$ cat src/timer_oc_params.svh
// register offsets, field positions, reset values and bus codes for the output-compare timer
`ifndef TIMER_OC_PARAMS_SVH
`define TIMER_OC_PARAMS_SVH

// ==========================================================
// register byte offsets
`define OFS_TIMER_CTL   8'h00
`define OFS_MODULO      8'h04
`define OFS_COUNT       8'h08
`define OFS_CHAN_BASE   8'h20
`define OFS_CHAN_END    8'h50
`define CHAN_STRIDE_LOG 3
`define OFS_CHAN_VAL_B  2

// ==========================================================
// timer control fields
`define TCTL_STOP_B     0
`define TCTL_CLR_B      1
`define TCTL_PS_LO      4
`define TCTL_PS_HI      6
`define TCTL_OVF_FLAG_B 8
`define TCTL_OVF_IE_B   9

// ==========================================================
// channel status/control fields
`define CCTL_MAX_B      0
`define CCTL_TOV_B      1
`define CCTL_ELS_LO_B   2
`define CCTL_ELS_HI_B   3
`define CCTL_MS_LO_B    4
`define CCTL_MS_HI_B    5
`define CCTL_IE_B       6
`define CCTL_FLAG_B     7

// ==========================================================
// reset values
`define RST_MODULO      16'hffff
`define RST_STOP        1'b1
`define RST_CCTL        8'h00
`define RST_CVAL        16'h0000

// ==========================================================
// bus answer codes
`define RESP_OKAY       2'b00
`define RESP_SLVERR     2'b10

`endif

$ cat src/timer_oc_pkg.sv
// types shared by the output-compare timer
`default_nettype none
package timer_oc_pkg;

  typedef logic [15:0] count_t;
  typedef logic [7:0]  chan_ctl_t;

  // pin action on compare, edge/level select high:low
  typedef enum logic [1:0] {
    PIN_DISCONNECT = 2'b00,
    PIN_TOGGLE     = 2'b01,
    PIN_CLEAR      = 2'b10,
    PIN_SET        = 2'b11
  } pin_action_t;

endpackage
`default_nettype wire

$ cat src/timer_output_compare_pwm.sv
// six-channel output-compare and pwm timer with an axi4-lite register port
// Functional notes
// - counter equals channel value: set, clear, toggle
// - compare sets flag; enabled flag raises irq
// - unbuffered writes replace active value at once
// - compare only when counter reaches value
// - even link bit pairs channels, even pin
// - odd write takes control at next overflow
// - each overflow selects most recently written half of pair
// - linked: even control configures, odd ignored
// - linked: odd pin released to gpio
// - toggle-on-overflow toggles pin at modulo
// - pulse width runs overflow to compare
// - period is modulo plus one prescaled ticks
// - value 128 of 256 gives 50% duty
// - compare flag at pulse end, overflow at period
// - mode bits 0:1 unbuffered, 1:0 buffered
// - edge bits 1:0 clear, 1:1 set
// - no toggle-on-overflow gives 0% duty
// - max bit with toggle gives 100% duty
`timescale 1ns/1ps
`default_nettype none
`include "timer_oc_params.svh"

module timer_output_compare_pwm
  import timer_oc_pkg::*;
#(
  parameter int ADDR_W = 8
) (
  input  wire logic              ref_clk,
  input  wire logic              sys_rst,
  input  wire logic [ADDR_W-1:0] s_axi_awaddr,
  input  wire logic              s_axi_awvalid,
  output logic                   s_axi_awready,
  input  wire logic [31:0]       s_axi_wdata,
  input  wire logic [3:0]        s_axi_wstrb,
  input  wire logic              s_axi_wvalid,
  output logic                   s_axi_wready,
  output logic [1:0]             s_axi_bresp,
  output logic                   s_axi_bvalid,
  input  wire logic              s_axi_bready,
  input  wire logic [ADDR_W-1:0] s_axi_araddr,
  input  wire logic              s_axi_arvalid,
  output logic                   s_axi_arready,
  output logic [31:0]            s_axi_rdata,
  output logic [1:0]             s_axi_rresp,
  output logic                   s_axi_rvalid,
  input  wire logic              s_axi_rready,
  output logic                   chan0_output_pin,
  output logic                   chan0_output_oe,
  output logic                   chan1_output_pin,
  output logic                   chan1_output_oe,
  output logic                   chan2_output_pin,
  output logic                   chan2_output_oe,
  output logic                   chan3_output_pin,
  output logic                   chan3_output_oe,
  output logic                   chan4_output_pin,
  output logic                   chan4_output_oe,
  output logic                   chan5_output_pin,
  output logic                   chan5_output_oe,
  output logic [5:0]             chan_irq,
  output logic                   overflow_irq
);

  localparam int NCH   = 6;
  localparam int NPAIR = 3;

  // ==========================================================
  // helper functions
  function automatic logic is_chan(input logic [ADDR_W-1:0] a);
    is_chan = (a[7:0] >= `OFS_CHAN_BASE) && (a[7:0] < `OFS_CHAN_END);
  endfunction

  function automatic logic [2:0] chan_idx(input logic [ADDR_W-1:0] a);
    logic [7:0] rel;
    rel = a[7:0] - `OFS_CHAN_BASE;
    chan_idx = rel[`CHAN_STRIDE_LOG+2:`CHAN_STRIDE_LOG];
  endfunction

  function automatic logic addr_ok(input logic [ADDR_W-1:0] a);
    addr_ok = (a[1:0] == 2'b00) && (is_chan(a) || a[7:0] == `OFS_TIMER_CTL
              || a[7:0] == `OFS_MODULO || a[7:0] == `OFS_COUNT);
  endfunction

  function automatic logic [31:0] merge(input logic [31:0] old, input logic [31:0] nw,
                                        input logic [3:0] strb);
    for (int b = 0; b < 4; b++) begin
      merge[8*b +: 8] = strb[b] ? nw[8*b +: 8] : old[8*b +: 8];
    end
  endfunction

  function automatic logic presc_done(input logic [6:0] cnt, input logic [2:0] ps);
    logic [6:0] mask;
    mask = 7'h7f >> (3'h7 - ((ps == 3'h7) ? 3'h6 : ps));
    presc_done = &(cnt | ~mask);
  endfunction

  // ==========================================================
  // state
  count_t    cnt_ff;
  count_t    mod_ff;
  logic      stop_ff;
  logic      ovf_flag_ff;
  logic      ovf_ie_ff;
  logic [2:0] ps_ff;
  logic [6:0] presc_ff;
  chan_ctl_t ctl_ff [NCH];
  count_t    val_ff [NCH];
  logic [NCH-1:0] pin_ff;
  logic [NPAIR-1:0] act_ff;
  logic [NPAIR-1:0] last_ff;

  logic [ADDR_W-1:0] awaddr_ff;
  logic        aw_got_ff;
  logic [31:0] wdata_ff;
  logic [3:0]  wstrb_ff;
  logic        w_got_ff;
  logic        bvalid_ff;
  logic [1:0]  bresp_ff;
  logic        rvalid_ff;
  logic [1:0]  rresp_ff;
  logic [31:0] rdata_ff;

  // ==========================================================
  // bus decode
  wire wr_do      = aw_got_ff && w_got_ff && !bvalid_ff;
  wire wr_ok      = wr_do && addr_ok(awaddr_ff);
  wire wr_chan    = wr_ok && is_chan(awaddr_ff);
  wire [2:0] wr_c = chan_idx(awaddr_ff);
  wire wr_is_val  = awaddr_ff[`OFS_CHAN_VAL_B];
  wire wr_tctl    = wr_ok && awaddr_ff[7:0] == `OFS_TIMER_CTL;
  wire wr_mod     = wr_ok && awaddr_ff[7:0] == `OFS_MODULO;
  wire rd_take    = s_axi_arvalid && !rvalid_ff;
  wire [2:0] rd_c = chan_idx(s_axi_araddr);

  wire [31:0] tctl_rd = {22'h0, ovf_ie_ff, ovf_flag_ff, 1'b0, ps_ff, 2'b00, 1'b0, stop_ff};
  wire [31:0] tctl_wr = merge(tctl_rd, wdata_ff, wstrb_ff);
  wire [31:0] mod_wr  = merge({16'h0, mod_ff}, wdata_ff, wstrb_ff);
  wire [31:0] ctl_wr  = merge({24'h0, ctl_ff[wr_c]}, wdata_ff, wstrb_ff);
  wire [31:0] val_wr  = merge({16'h0, val_ff[wr_c]}, wdata_ff, wstrb_ff);
  wire        clr_cnt = wr_tctl && tctl_wr[`TCTL_CLR_B];

  assign s_axi_awready = !aw_got_ff && !bvalid_ff;
  assign s_axi_wready  = !w_got_ff && !bvalid_ff;
  assign s_axi_arready = !rvalid_ff;
  assign s_axi_bvalid  = bvalid_ff;
  assign s_axi_bresp   = bresp_ff;
  assign s_axi_rvalid  = rvalid_ff;
  assign s_axi_rresp   = rresp_ff;
  assign s_axi_rdata   = rdata_ff;

  // ==========================================================
  // counter timing
  wire tick = !stop_ff && presc_done(presc_ff, ps_ff);
  wire ovf  = tick && (cnt_ff == mod_ff);
  // count being reached at this tick
  wire [15:0] cnt_step = ovf ? 16'h0000 : cnt_ff + 16'h0001;

  // ==========================================================
  // per-channel compare and pin logic
  logic [NCH-1:0] link_of;
  logic [NCH-1:0] oc_en;
  logic [NCH-1:0] match;
  logic [NCH-1:0] nxt_pin;
  count_t         cmp_val [NCH];
  chan_ctl_t      nxt_ctl [NCH];

  always_comb begin
    for (int c = 0; c < NCH; c++) begin
      link_of[c] = ctl_ff[c & ~1][`CCTL_MS_HI_B];
      // linked even channel follows the active half of the pair
      cmp_val[c] = (c % 2 == 0 && link_of[c] && act_ff[c/2]) ? val_ff[c | 1] : val_ff[c];
      // odd half of a linked pair is inert
      oc_en[c]   = (ctl_ff[c][`CCTL_MS_HI_B] || ctl_ff[c][`CCTL_MS_LO_B])
                   && !(c % 2 == 1 && link_of[c]);
      match[c]   = oc_en[c] && tick && (cnt_step == cmp_val[c]);
      nxt_pin[c] = pin_ff[c];
      if (oc_en[c]) begin
        if (ovf && ctl_ff[c][`CCTL_TOV_B]) begin
          nxt_pin[c] = ~pin_ff[c];
        end
        if (match[c]) begin
          case (pin_action_t'(ctl_ff[c][`CCTL_ELS_HI_B:`CCTL_ELS_LO_B]))
            PIN_TOGGLE: nxt_pin[c] = ~pin_ff[c];
            PIN_CLEAR:  nxt_pin[c] = 1'b0;
            PIN_SET:    nxt_pin[c] = 1'b1;
            default:    nxt_pin[c] = nxt_pin[c];
          endcase
        end
        if (ctl_ff[c][`CCTL_MAX_B] && ctl_ff[c][`CCTL_TOV_B]) begin
          nxt_pin[c] = ~ctl_ff[c][`CCTL_ELS_LO_B];
        end
      end
      nxt_ctl[c] = ctl_ff[c];
      if (wr_chan && !wr_is_val && wr_c == 3'(c)) begin
        nxt_ctl[c] = ctl_wr[7:0];
        nxt_ctl[c][`CCTL_FLAG_B] = ctl_ff[c][`CCTL_FLAG_B]
                                   && !(wstrb_ff[0] && wdata_ff[`CCTL_FLAG_B]);
      end
      if (match[c]) begin
        nxt_ctl[c][`CCTL_FLAG_B] = 1'b1;
      end
    end
  end

  always_comb begin
    for (int c = 0; c < NCH; c++) begin
      chan_irq[c] = ctl_ff[c][`CCTL_FLAG_B] && ctl_ff[c][`CCTL_IE_B];
    end
  end

  assign overflow_irq     = ovf_flag_ff && ovf_ie_ff;
  assign chan0_output_pin = pin_ff[0];
  assign chan1_output_pin = pin_ff[1];
  assign chan2_output_pin = pin_ff[2];
  assign chan3_output_pin = pin_ff[3];
  assign chan4_output_pin = pin_ff[4];
  assign chan5_output_pin = pin_ff[5];

  // pin released when no compare mode or no pin action; odd pin freed while linked
  wire [NCH-1:0] drive_en;
  generate
    for (genvar g = 0; g < NCH; g++) begin : g_oe
      assign drive_en[g] = oc_en[g] && (ctl_ff[g][`CCTL_ELS_HI_B:`CCTL_ELS_LO_B] != 2'b00);
    end
  endgenerate
  assign chan0_output_oe = drive_en[0];
  assign chan1_output_oe = drive_en[1];
  assign chan2_output_oe = drive_en[2];
  assign chan3_output_oe = drive_en[3];
  assign chan4_output_oe = drive_en[4];
  assign chan5_output_oe = drive_en[5];

  // ==========================================================
  // timer core registers
  always_ff @(posedge ref_clk or posedge sys_rst) begin
    if (sys_rst) begin
      cnt_ff   <= 16'h0000;
      presc_ff <= 7'h00;
    end else if (clr_cnt) begin
      cnt_ff   <= 16'h0000;
      presc_ff <= 7'h00;
    end else if (!stop_ff) begin
      presc_ff <= tick ? 7'h00 : presc_ff + 7'h01;
      if (tick) begin
        cnt_ff <= cnt_step;
      end
    end
  end

  always_ff @(posedge ref_clk or posedge sys_rst) begin
    if (sys_rst) begin
      mod_ff      <= `RST_MODULO;
      stop_ff     <= `RST_STOP;
      ps_ff       <= 3'h0;
      ovf_ie_ff   <= 1'b0;
      ovf_flag_ff <= 1'b0;
    end else begin
      if (wr_mod) begin
        mod_ff <= mod_wr[15:0];
      end
      if (wr_tctl) begin
        stop_ff   <= tctl_wr[`TCTL_STOP_B];
        ps_ff     <= tctl_wr[`TCTL_PS_HI:`TCTL_PS_LO];
        ovf_ie_ff <= tctl_wr[`TCTL_OVF_IE_B];
      end
      // set wins over a clear in the same cycle
      ovf_flag_ff <= ovf || (ovf_flag_ff
                     && !(wr_tctl && wstrb_ff[1] && wdata_ff[`TCTL_OVF_FLAG_B]));
    end
  end

  always_ff @(posedge ref_clk or posedge sys_rst) begin
    if (sys_rst) begin
      for (int c = 0; c < NCH; c++) begin
        ctl_ff[c] <= `RST_CCTL;
        val_ff[c] <= `RST_CVAL;
      end
      pin_ff <= '0;
    end else begin
      for (int c = 0; c < NCH; c++) begin
        ctl_ff[c] <= nxt_ctl[c];
        if (wr_chan && wr_is_val && wr_c == 3'(c)) begin
          val_ff[c] <= val_wr[15:0];
        end
      end
      pin_ff <= nxt_pin;
    end
  end

  // ==========================================================
  // buffered pair hand-over
  always_ff @(posedge ref_clk or posedge sys_rst) begin
    if (sys_rst) begin
      act_ff  <= '0;
      last_ff <= '0;
    end else begin
      for (int p = 0; p < NPAIR; p++) begin
        if (!link_of[2*p]) begin
          act_ff[p]  <= 1'b0;
          last_ff[p] <= 1'b0;
        end else begin
          if (wr_chan && wr_is_val && wr_c[2:1] == 2'(p)) begin
            last_ff[p] <= wr_c[0];
          end
          if (ovf) begin
            act_ff[p] <= last_ff[p];
          end
        end
      end
    end
  end

  // ==========================================================
  // axi4-lite write channel
  always_ff @(posedge ref_clk or posedge sys_rst) begin
    if (sys_rst) begin
      awaddr_ff <= '0;
      aw_got_ff <= 1'b0;
      wdata_ff  <= 32'h0;
      wstrb_ff  <= 4'h0;
      w_got_ff  <= 1'b0;
      bvalid_ff <= 1'b0;
      bresp_ff  <= `RESP_OKAY;
    end else begin
      if (s_axi_awvalid && s_axi_awready) begin
        awaddr_ff <= s_axi_awaddr;
        aw_got_ff <= 1'b1;
      end
      if (s_axi_wvalid && s_axi_wready) begin
        wdata_ff <= s_axi_wdata;
        wstrb_ff <= s_axi_wstrb;
        w_got_ff <= 1'b1;
      end
      if (wr_do) begin
        bvalid_ff <= 1'b1;
        bresp_ff  <= wr_ok ? `RESP_OKAY : `RESP_SLVERR;
        aw_got_ff <= 1'b0;
        w_got_ff  <= 1'b0;
      end else if (bvalid_ff && s_axi_bready) begin
        bvalid_ff <= 1'b0;
      end
    end
  end

  // ==========================================================
  // axi4-lite read channel
  wire [31:0] rd_mux =
    (s_axi_araddr[7:0] == `OFS_TIMER_CTL) ? tctl_rd :
    (s_axi_araddr[7:0] == `OFS_MODULO)    ? {16'h0, mod_ff} :
    (s_axi_araddr[7:0] == `OFS_COUNT)     ? {16'h0, cnt_ff} :
    s_axi_araddr[`OFS_CHAN_VAL_B]         ? {16'h0, val_ff[rd_c]} :
                                            {24'h0, ctl_ff[rd_c]};

  always_ff @(posedge ref_clk or posedge sys_rst) begin
    if (sys_rst) begin
      rvalid_ff <= 1'b0;
      rdata_ff  <= 32'h0;
      rresp_ff  <= `RESP_OKAY;
    end else if (rd_take) begin
      rvalid_ff <= 1'b1;
      rdata_ff  <= addr_ok(s_axi_araddr) ? rd_mux : 32'h0;
      rresp_ff  <= addr_ok(s_axi_araddr) ? `RESP_OKAY : `RESP_SLVERR;
    end else if (s_axi_rready) begin
      rvalid_ff <= 1'b0;
    end
  end

endmodule
`default_nettype wire

$ cat config.mk
export PLATFORM = sky130hd
export DESIGN_NAME = timer_output_compare_pwm
export DESIGN_NICKNAME = d
export VERILOG_FILES = /design/src/timer_oc_pkg.sv /design/src/timer_output_compare_pwm.sv
export VERILOG_INCLUDE_DIRS = /design/src
export SDC_FILE = /design/constraint.sdc
export NUM_CORES = 1
export LEC_CHECK = 0
export BUFFER_PORTS_ARGS = -buffer_cell sky130_fd_sc_hd__clkbuf_2
export CORE_ASPECT_RATIO = 1.4
export CORE_UTILIZATION = 40
export DETAILED_ROUTE_END_ITERATION = 8
export PLACE_DENSITY = 0.61
export SLEW_MARGIN = 20
export SYNTH_ARGS = -nofsm -noshare
export SYNTH_HDL_FRONTEND = slang
export SYNTH_SLANG_ARGS = --single-unit
$ cat constraint.sdc
create_clock -name ref_clk -period 7.5 [get_ports ref_clk]
set_clock_uncertainty 0.15 [all_clocks]
set_input_delay 1.125 -clock ref_clk [delete_from_list [all_inputs] [get_ports ref_clk]]
set_output_delay 1.125 -clock ref_clk [all_outputs]
set_load 0.05 [all_outputs]
==> results.md, run 1 <==
- Slowest stage delay, CP: 0.75 ns
- Post-CTS Setup Bufs: 0
- Mapped Avg Cell Area: 10.2 sq um
- Utilization after layout: 44.5%
- Worst r2r path cells: 11
- Die Ht: 241 um
- Area leader, netlist: dfrtp_1
- Hold_buf cts: 0
- Hold depth: 2
- Count leader, synth: dfrtp_1
- Design area: 17900 sq um
- Top cell type's share of synthesized area: 35.5%
- Final Hold Vio Count: 0
- Vias: 13.4k
- First-pass GRT wire length: 82.7 mm
- Static leakage: 7.94 nW
- Clk sink count: 248
- ANT nets after route: 0
- Routed WL: 54.8 mm
- Max FO, Critical Path: 32
- Total core area: 40200 sq um
- Placer congestion estimate: 0.947
- Worst min-delay path class: reg -> reg
- Reg power frac: 34.3%
- Slew HR: 31.1%
- Final #Nets: 1683
- Sequential fraction of the synthesis area: 38.3%
- Tcrit/Tclk final: 65.3%
- Post-layout min period: 4.90 ns
- Startpoint types: register
- PwrDens: 316 nW/um^2
- Vias in the first global route: 13.1k
- Initial antenna violation count: 0
- Top FF cell, synth: dfrtp_1
- Cell count after synthesis: 1592
- Worst Setup End Kind: register
- Die X: 172 um
- Vias per cell: 6.16
- Yosys reg bits: 248
- Yosys warns: 0
- Grt ovf: 0
- Detailed placement HPWL: 39.5 mm
- CTS max path bufs: 3
- First DRT Iteration DRCs: 1251
- Max-Cap Viols: 0
- Slowest cell on crit path: nor4_1
- Combinational fraction of design power: 43.5%
- Status: finished, final reports clean
- Post-synth top cells: 231 x dfrtp_1, 196 x mux2_2, 128 x nand2_1
- CP Data Arrival Time: 5.23 ns
- Cell Area, Synth: 16300 sq um
- Final setup vio count: 0
- Sw power: 2.53 mW
- # port buffers: 82
- CTS clock-pin slew for the worst setup and hold paths: 0.07 ns
- Worst-margin pin slew: 1.03 ns
- Initial core utilization: 40.5%
- Synth-to-layout area growth: 9.87%
- DRC violations left: 0
- Clk network pwr share: 22.3%
- CTS H-Tree Depth: 1
- Die Footprint: 41500 sq um
- CTS Buf Count: 26
- Pint: 3.11 mW
- Drt pass-1 iters: 5
- Largest cells by area after synthesis: dfrtp_1 36%, mux2_2 14%, mux4_2 6.5%
- CTS resizes: 0
- Post-synth EDFFs: 0
- Routed len/inst: 25.2 um
- Placed cell areas: 17100 sq um
- Aggregate negative setup slack: 0 ns
- Top Ports: 119
- Share of layout cells above drive strength 1: 26.8%
- FP Rows: 87
- Largest net degree at the start of global routing: 136
- CTS tree: built
- Yosys cell types: 85
- Worst-Skew Late Latency: 0.56 ns
- Antenna diode count: 0
- RSZ-0062 raised after global routing: false
- Slew Limit Fails: 0
- Max Clock Freq: 204 MHz
- Max VDD drop: 0.178 mV
- Gr usage total: 27.0%
- Crit-path cells: xor2_1 -> nor4_1 -> and4_1 -> buf_4 -> nand2_1 -> buf_4 -> a211oi_1 -> o211ai_1 -> nor4_1 -> nand3_1 -> o211ai_1
- Critical path type: reg -> reg
- Switching portion of total power: 44.8%
- CTS root buf: clkbuf_16
- Data required time of the worst path: 7.83 ns
- Async S/R FF share, synth: 100%
[state kept, by name (all words and copies together) (netlist names), 2 cells and up]
| name | count |
|---|---|
| awaddr_ff | 8 |
| wstrb_ff | 2 |
| mod_ff | 16 |
| val_ff | 48 |
| wdata_ff | 16 |
| presc_ff | 6 |
| cmp_val | 48 |
| s_axi_rdata | 16 |
| last_ff | 3 |
| pin_ff | 6 |
| cnt_ff | 16 |
| ps_ff | 3 |
| ctl_ff | 48 |
| act_ff | 3 |
[cell usage in the layout (no fill, tap or decap), types with 26 or more instances in the layout]
master	synthesis	layout
buf_4	25	28
mux4_2	47	47
clkbuf_2	0	81
a21oi_1	79	79
xor2_1	33	33
mux2i_1	58	58
xnor2_1	41	41
nand2_1	128	127
nand3_1	26	26
nor2_1	116	114
clkbuf_16	0	26
mux2_2	196	196
o21ai_0	83	83
dfrtp_1	231	230
a221oi_1	28	28
[cell families after synthesis]
family                   count (synthesis)  share of synthesized area [%]
AND/OR/NAND/NOR                        440                           13.4
AO/OA/AOI/OAI                          367                           15.1
multiplexers                           301                           23.6
flip-flops                             248                           38.3
buffers and inverters                  152                           4.38
XOR/XNOR                                81                           4.98
adder cells (fa/ha/maj)                  2                          0.154
other                                    1                         0.0230
[worst max-delay path, delay by kind of cell (launching register included)]
| family | cells | cell delay, ns |
|---|---|---|
| buffers and inverters | 2 | 0.84 |
| AND/OR/NAND/NOR | 5 | 2.53 |
| flip-flops | 1 | 0.50 |
| AO/OA/AOI/OAI | 3 | 0.57 |
| XOR/XNOR | 1 | 0.20 |
[worst paths after layout]
kind / start / to / slack, ns
max in group asynchronous: sys_rst / ctl_ff[33]$_DFFE_PP0P_ / 5.26
setup reg to reg: cnt_ff[8]$_DFFE_PP0P_ / pin_ff[5]$_DFFE_PP0P_ / 2.60
hold / removal: s_axi_rdata[6]$_DFFE_PP0P_ / s_axi_rdata[6]$_DFFE_PP0P_ / 0.34
hold reg to reg: s_axi_rdata[6]$_DFFE_PP0P_ / s_axi_rdata[6]$_DFFE_PP0P_ / 0.34
min in group asynchronous: sys_rst / wdata_ff[9]$_DFFE_PP0P_ / 0.58
setup / recovery: cnt_ff[8]$_DFFE_PP0P_ / pin_ff[5]$_DFFE_PP0P_ / 2.60
[layer usage]
metal	track usage, %	wire length (um)	vias to the layer above
li1	-	-	5962
met1	33.3	21300	6695
met2	45.0	26700	596
met3	3.33	3470	146
met4	15.9	3410	0
met5	0	0	-
[layout make-up]
class                           instances  area, sq um
Clock buffer                           35          724
Clock inverter                         12         87.6
Fill cell                            3779        22300
Inverter                               27          105
Multi-Input combinational cell       1209         9430
Sequential cell                       248         6230
Tap cell                              534          668
Timing Repair Buffer                  110          636
[per-stage QoR]
stage	total power, mW	setup slack [ns]	std cells	hold slack [ns]
6_report	5.64	2.60	2175	0.338
5_1_grt	5.90	2.50	2175	0.356
4_1_cts	5.62	2.79	2175	0.341
3_5_place_dp	4.35	2.75	2128	0.326
3_3_place_gp	4.31	2.79	2128	0.323
2_1_floorplan	3.52	2.98	1609	0.295
[power groups by stage]
| stage | logic [mW] | clock network [mW] | registers [mW] |
|---|---|---|---|
| final | 2.45 | 1.26 | 1.93 |
| after detailed placement | 2.40 | 0 | 1.95 |
| after global placement | 2.38 | 0 | 1.94 |
| after global routing | 2.61 | 1.33 | 1.96 |
| after floorplan | 1.71 | 0 | 1.82 |
| after CTS | 2.41 | 1.28 | 1.93 |
(Power assumes the default switching activity.)
==> run 2, diff against run 1 <==
Settings changed: PLACE_DENSITY 0.61 to 0.59.
Clock period 7.5 ns to 5.01 ns, I/O delays scaled along.
==> results.md, run 2 (synthesis results as in run 1) <==
- Status: finished, final reports clean
- CP Data Arrival Time: 4.57 ns (-0.66 ns)
- Critical path type: reg -> reg
- Routed WL: 57.1 mm (+4.1%)
- Switching portion of total power: 44.0% (-0.80 points)
- Commonest cells after routing, fill and taps aside: 230 x dfrtp_1, 196 x mux2_2, 128 x nand2_1, 114 x nor2_1, 83 x o21ai_0
- First DRT Iteration DRCs: 1360 (+8.7%)
- Startpoint types: register
- Worst min-delay path class: in -> async
- Met2 Use GR: 47.3% (+2.4 points)
- CTS tree: built
- Final Hold Vio Count: 0 (unchanged)
- Routing usage on met1: 34.6% (+1.3 points)
- Clk sink count: 248 (unchanged)
- Aggregate negative setup slack: 0 ns (unchanged)
- Max FO, Critical Path: 16 (-50%)
- Fin Hold WS: 0.200 ns (-0.138 ns)
- Grt ovf: 0 (unchanged)
- Drt pass-1 iters: 6 (+1)
- Post-CTS Setup Bufs: 0 (unchanged)
- CTS root buf: clkbuf_16
- Die Ht: 241 um (unchanged)
- First-pass GRT wire length: 85.6 mm (+3.4%)
- Antenna diode count: 0 (unchanged)
- Synth-to-layout area growth: 11.5%
- FP Rows: 87 (unchanged)
- Post-layout min period: 4.23 ns (-0.671 ns)
- Grt peak-use layer: met2
- Reg power frac: 33.5% (-0.8 points)
- Hold_buf cts: 0 (unchanged)
- CTS H-Tree Depth: 1 (unchanged)
- Share of layout cells above drive strength 1: 27.6% (+0.77 points)
- Fin cells: 2198 (+1.1%)
- CTS resizes: 0 (unchanged)
- Slew Limit Fails: 0 (unchanged)
- Vias per cell: 6.20 (+0.68%)
- DRC violations left: 0 (unchanged)
- Worst-margin pin slew: 1.13 ns (+0.0967 ns)
- Die X: 172 um (unchanged)
- Vias: 13.6k (+1.7%)
- Initial core utilization: 40.5% (unchanged)
- Gr usage total: 28.1% (+1.1 points)
- Final setup vio count: 0 (unchanged)
- Sw power: 3.84 mW (+52%)
- Static leakage: 8.08 nW (+1.8%)
- Max Clock Freq: 236 MHz (+16%)
- Max-Cap Viols: 0 (unchanged)
- CTS Buf Count: 27 (+3.8%)
- Placed cell areas: 17200 sq um (+1.1%)
- Clk network pwr share: 23.7% (+1.4 points)
- CTS clock-pin slew for the worst setup and hold paths: 0.07 ns (about the same)
- Tcrit/Tclk final: 84.4% (+19 points)
- Data required time of the worst path: 5.35 ns (-2.48 ns)
- Placer congestion estimate: 0.980 (+3.4%)
- Worst-Skew Late Latency: 0.57 ns (about the same)
- Combinational fraction of design power: 42.9% (-0.6 points)
- Die Footprint: 41500 sq um (unchanged)
- Fill count: 3767 (-0.32%)
- CTS max path bufs: 3 (unchanged)
- Overall Power: 8.73 mW (+55%)
- Top Ports: 119 (unchanged)
- Vias in the first global route: 13.3k (+1.6%)
- Routed len/inst: 26.0 um (+3.0%)
- PwrDens: 481 nW/um^2 (+53%)
- Most common cell after layout, fill and taps aside: dfrtp_1
- Largest net degree at the start of global routing: 140 (+2.9%)
- Dpl cells: 2149 (+0.99%)
- Slew HR: 24.5% (-6.6 points)
- Met3 Usage GRT: 4.03% (+0.71 points)
- Detailed placement HPWL: 41.7 mm (+5.5%)
- ANT nets after route: 0 (unchanged)
- Worst Setup End Kind: register
- RSZ-0062 raised after global routing: false
- Max VDD drop: 0.275 mV (+54%)
- Design area: 18100 sq um (+1.5%)
- Initial antenna violation count: 0 (unchanged)
- Total core area: 40200 sq um (unchanged)
- Pint: 4.89 mW (+57%)
- Final #Nets: 1705 (+1.3%)
- # port buffers: 82 (unchanged)
## run 2: stage by stage
step                worst slack [ns]  util, %
floorplan                      0.863        -
global placement               0.832     42.9
detailed placement             0.815     42.9
CTS                            0.797     45.2
global route                   0.640     45.2
finish                         0.781     45.2
## run 2: final timing paths
kind	slack, ns	start	to	cells past startpoint
max	0.78	cnt_ff[8]$_DFFE_PP0P_	pin_ff[3]$_DFFE_PP0P_	9
min	0.20	sys_rst	wdata_ff[9]$_DFFE_PP0P_	3
max reg2reg	0.78	cnt_ff[8]$_DFFE_PP0P_	pin_ff[3]$_DFFE_PP0P_	9
min reg2reg	0.34	s_axi_rdata[8]$_DFFE_PP0P_	s_axi_rdata[8]$_DFFE_PP0P_	2
max in group asynchronous	3.80	sys_rst	ctl_ff[12]$_DFFE_PP0P_	3
min in group ref_clk	0.21	s_axi_rready	s_axi_rvalid$_DFFE_PP0P_	2
## run 2: final cells by class
cell class / instances / area (sq um) / share of cell area (%)
Inverter: 27 / 105 / 0.579
Multi-Input combinational cell: 1209 / 9420 / 51.9
Tap cell: 534 / 668 / 3.68
Timing Repair Buffer: 131 / 818 / 4.51
Clock buffer: 38 / 747 / 4.12
Clock inverter: 11 / 154 / 0.848
Sequential cell: 248 / 6230 / 34.3
## run 2: critical path, stage by stage (launching register included)
cell,delay [ns]
dfrtp_1,0.50
xor2_1,0.21
nor4_1,0.64
and4_1,0.33
nand2_1,0.48
or4_1,0.61
a2111oi_0,0.40
nand4_1,0.41
a21o_1,0.28
a21oi_1,0.14
## run 2: layer usage
metal  routed length, um  part of all wire [%]
met5                   0                     0
met4                3400                   6.0
met3                4130                   7.2
met2               27800                    49
met1               21700                    38
## run 2: power groups by stage
stage / clock [mW] / sequential (mW) / combinational [mW]
2_1_floorplan: 0 / 2.72 / 2.55
3_3_place_gp: 0 / 2.92 / 3.63
3_5_place_dp: 0 / 2.94 / 3.67
4_1_cts: 2.10 / 2.91 / 3.69
5_1_grt: 2.18 / 2.97 / 3.96
6_report: 2.07 / 2.92 / 3.74
==> run 3, diff against run 2 <==
Clock period 5.01 ns to 4.05 ns, I/O delays scaled along.
==> results.md, run 3 (synthesis results as in run 1) <==
- Share of layout cells above drive strength 1: 29.6% (+2.0 points)
- Max FO, Critical Path: 9 (-7)
- PwrDens: 587 nW/um^2 (+22%)
- Worst setup path startpoint: cnt_ff[1]$_DFFE_PP0P_
- CTS max path bufs: 3 (unchanged)
- Pint: 6.09 mW (+25%)
- Die Ht: 241 um (unchanged)
- Initial core utilization: 40.5% (unchanged)
- Drt pass-1 iters: 7 (+1)
- Final #Nets: 1750 (+2.6%)
- Tcrit/Tclk final: 93.2% (+8.7 points)
- Grt peak-use layer: met2
- Startpoint types: register
- Switching portion of total power: 43.8% (-0.26 points)
- Static leakage: 8.32 nW (+2.9%)
- Top Ports: 119 (unchanged)
- Initial antenna violation count: 1 (+1)
- Antenna diode count: 0 (unchanged)
- Met2 Use GR: 47.4% (+0.061 points)
- Clk network pwr share: 22.2% (-1.5 points)
- Final Hold Vio Count: 0 (unchanged)
- Grt ovf: 0 (unchanged)
- Overall Power: 10.8 mW (+24%)
- Met3 Usage GRT: 3.30% (-0.74 points)
- Worst min-delay path class: in -> async
- Gr usage total: 28.2% (+0.12 points)
- First-pass GRT wire length: 86.1 mm (+0.56%)
- Max VDD drop: 0.415 mV (+51%)
- First DRT Iteration DRCs: 1086 (-20%)
- FP Rows: 87 (unchanged)
- CTS root buf: clkbuf_16
- Clk sink count: 248 (unchanged)
- Synth-to-layout area growth: 13.5%
- Sw power: 4.74 mW (+23%)
- Detailed placement HPWL: 43.1 mm (+3.3%)
- Total core area: 40200 sq um (unchanged)
- Most common cell after layout, fill and taps aside: dfrtp_1
- Routed WL: 57.1 mm (about the same)
- CTS H-Tree Depth: 1 (unchanged)
- Reg power frac: 33.6% (about the same)
- CTS Buf Count: 26 (-3.7%)
- Placed cell areas: 17600 sq um (+2.2%)
- ANT nets after route: 0 (unchanged)
- Vias in the first global route: 13.5k (+1.5%)
- Vias: 13.7k (+0.56%)
- CTS tree: built
- Slew HR: 28.6% (+4.1 points)
- Slew Limit Fails: 0 (unchanged)
- CP Data Arrival Time: 4.11 ns (-0.46 ns)
- Worst-margin pin slew: 1.07 ns (-0.0635 ns)
- Worst Setup End Kind: register
- Routing usage on met1: 35.2% (+0.58 points)
- Routed len/inst: 25.5 um (-1.9%)
- Commonest cells after routing, fill and taps aside: 230 x dfrtp_1, 196 x mux2_2, 127 x nand2_1, 114 x nor2_1, 90 x buf_4
- CTS clock-pin slew for the worst setup and hold paths: 0.06 ns (about the same)
- Dpl cells: 2195 (+2.1%)
- Vias per cell: 6.11 (-1.4%)
- Fin cells: 2242 (+2.0%)
- Reg area: 6230 sq um (unchanged)
- Design area: 18500 sq um (+1.8%)
- Post-layout min period: 3.77 ns (-0.456 ns)
- Max-Cap Viols: 0 (unchanged)
- RSZ-0062 raised after global routing: false
- Placer congestion estimate: 0.970 (-1.0%)
- Fill count: 3794 (+0.72%)
- Worst-Skew Late Latency: 0.57 ns (about the same)
- DRC violations left: 0 (unchanged)
- Final setup vio count: 0 (unchanged)
- Die Footprint: 41500 sq um (unchanged)
- # port buffers: 82 (unchanged)
- Data required time of the worst path: 4.39 ns (-0.96 ns)
- Critical path type: reg -> reg
- RR Startpoint: cnt_ff[1]$_DFFE_PP0P_
- Status: finished, final reports clean
- Combinational fraction of design power: 44.2% (+1.3 points)
- Footprint of the multi-input gates: 9420 sq um (about the same)
- Largest net degree at the start of global routing: 131 (-6.4%)
- Max Clock Freq: 265 MHz (+12%)
- Die X: 172 um (unchanged)
## run 3: cell types whose count changed in the layout (fill, tap and decap cells not counted), sizes merged
cell and delta:
clkbuf +4, clkinvlp -2, clkinv -1, buf +46, bufinv -3
## run 3: stage by stage
stage                     setup TNS, ns  hold WS (ns)  worst slack [ns]  util [%]
after global placement          -0.0137         0.321           -0.0137      43.9
after floorplan                       0         0.295            0.0467         -
final                                 0        0.0594             0.277      46.0
after detailed placement        -0.0361         0.333           -0.0361      43.9
after global routing                  0        0.0785            0.0434      46.0
after CTS                             0        0.0620             0.120      46.0
## run 3: layout make-up
class / instances / share of cell area, %
well taps: 534 / 3.62
flip-flops and latches: 248 / 33.7
repair buffers: 177 / 6.50
inverters: 27 / 0.569
clock buffers: 42 / 4.45
clock inverters: 5 / 0.156
multi-input cells: 1209 / 51.0
## run 3: power groups by stage
| stage | clock network (mW) | registers, mW | logic [mW] |
|---|---|---|---|
| floorplan | 0 | 3.36 | 3.16 |
| global placement | 0 | 3.65 | 4.64 |
| detailed placement | 0 | 3.68 | 4.69 |
| CTS | 2.46 | 3.63 | 4.71 |
| global route | 2.54 | 3.71 | 5.09 |
| finish | 2.40 | 3.65 | 4.79 |
## run 3: critical path, stage by stage (launching register included)
cell	delay, ns
dfrtp_1	0.42
ha_1	0.36
nand4_2	0.28
nor4_2	0.47
xnor2_1	0.37
nor2_1	0.07
or3_1	0.32
a2111oi_0	0.48
nand4_1	0.40
a21o_1	0.28
a21oi_1	0.11
## run 3: path summary, 6_finish.rpt
kind | endpoint | cells after the start | slack [ns]
max | pin_ff[3]$_DFFE_PP0P_ | 10 | 0.28
min | wdata_ff[11]$_DFFE_PP0P_ | 3 | 0.06
max reg2reg | pin_ff[3]$_DFFE_PP0P_ | 10 | 0.28
min reg2reg | s_axi_rdata[8]$_DFFE_PP0P_ | 2 | 0.34
max in group asynchronous | ctl_ff[38]$_DFFE_PP0P_ | 3 | 3.02
min in group ref_clk | s_axi_rvalid$_DFFE_PP0P_ | 2 | 0.08
## run 3: what timing repair did
item / 4_1_cts / 5_1_grt
pin swaps: 0 / 1
setup endpoints to repair: 1 / 1
gates resized for setup: 1 / 1
hold buffers: 0 / 0
hold endpoints to repair: 0 / 0
buffers inserted: 0 / 0
## run 3: layer usage
layer / up-vias / wire (um)
li1: 6123 / -
met1: 6868 / 22500
met2: 576 / 28100
met3: 142 / 3340
met4: 0 / 3240
met5: - / 0
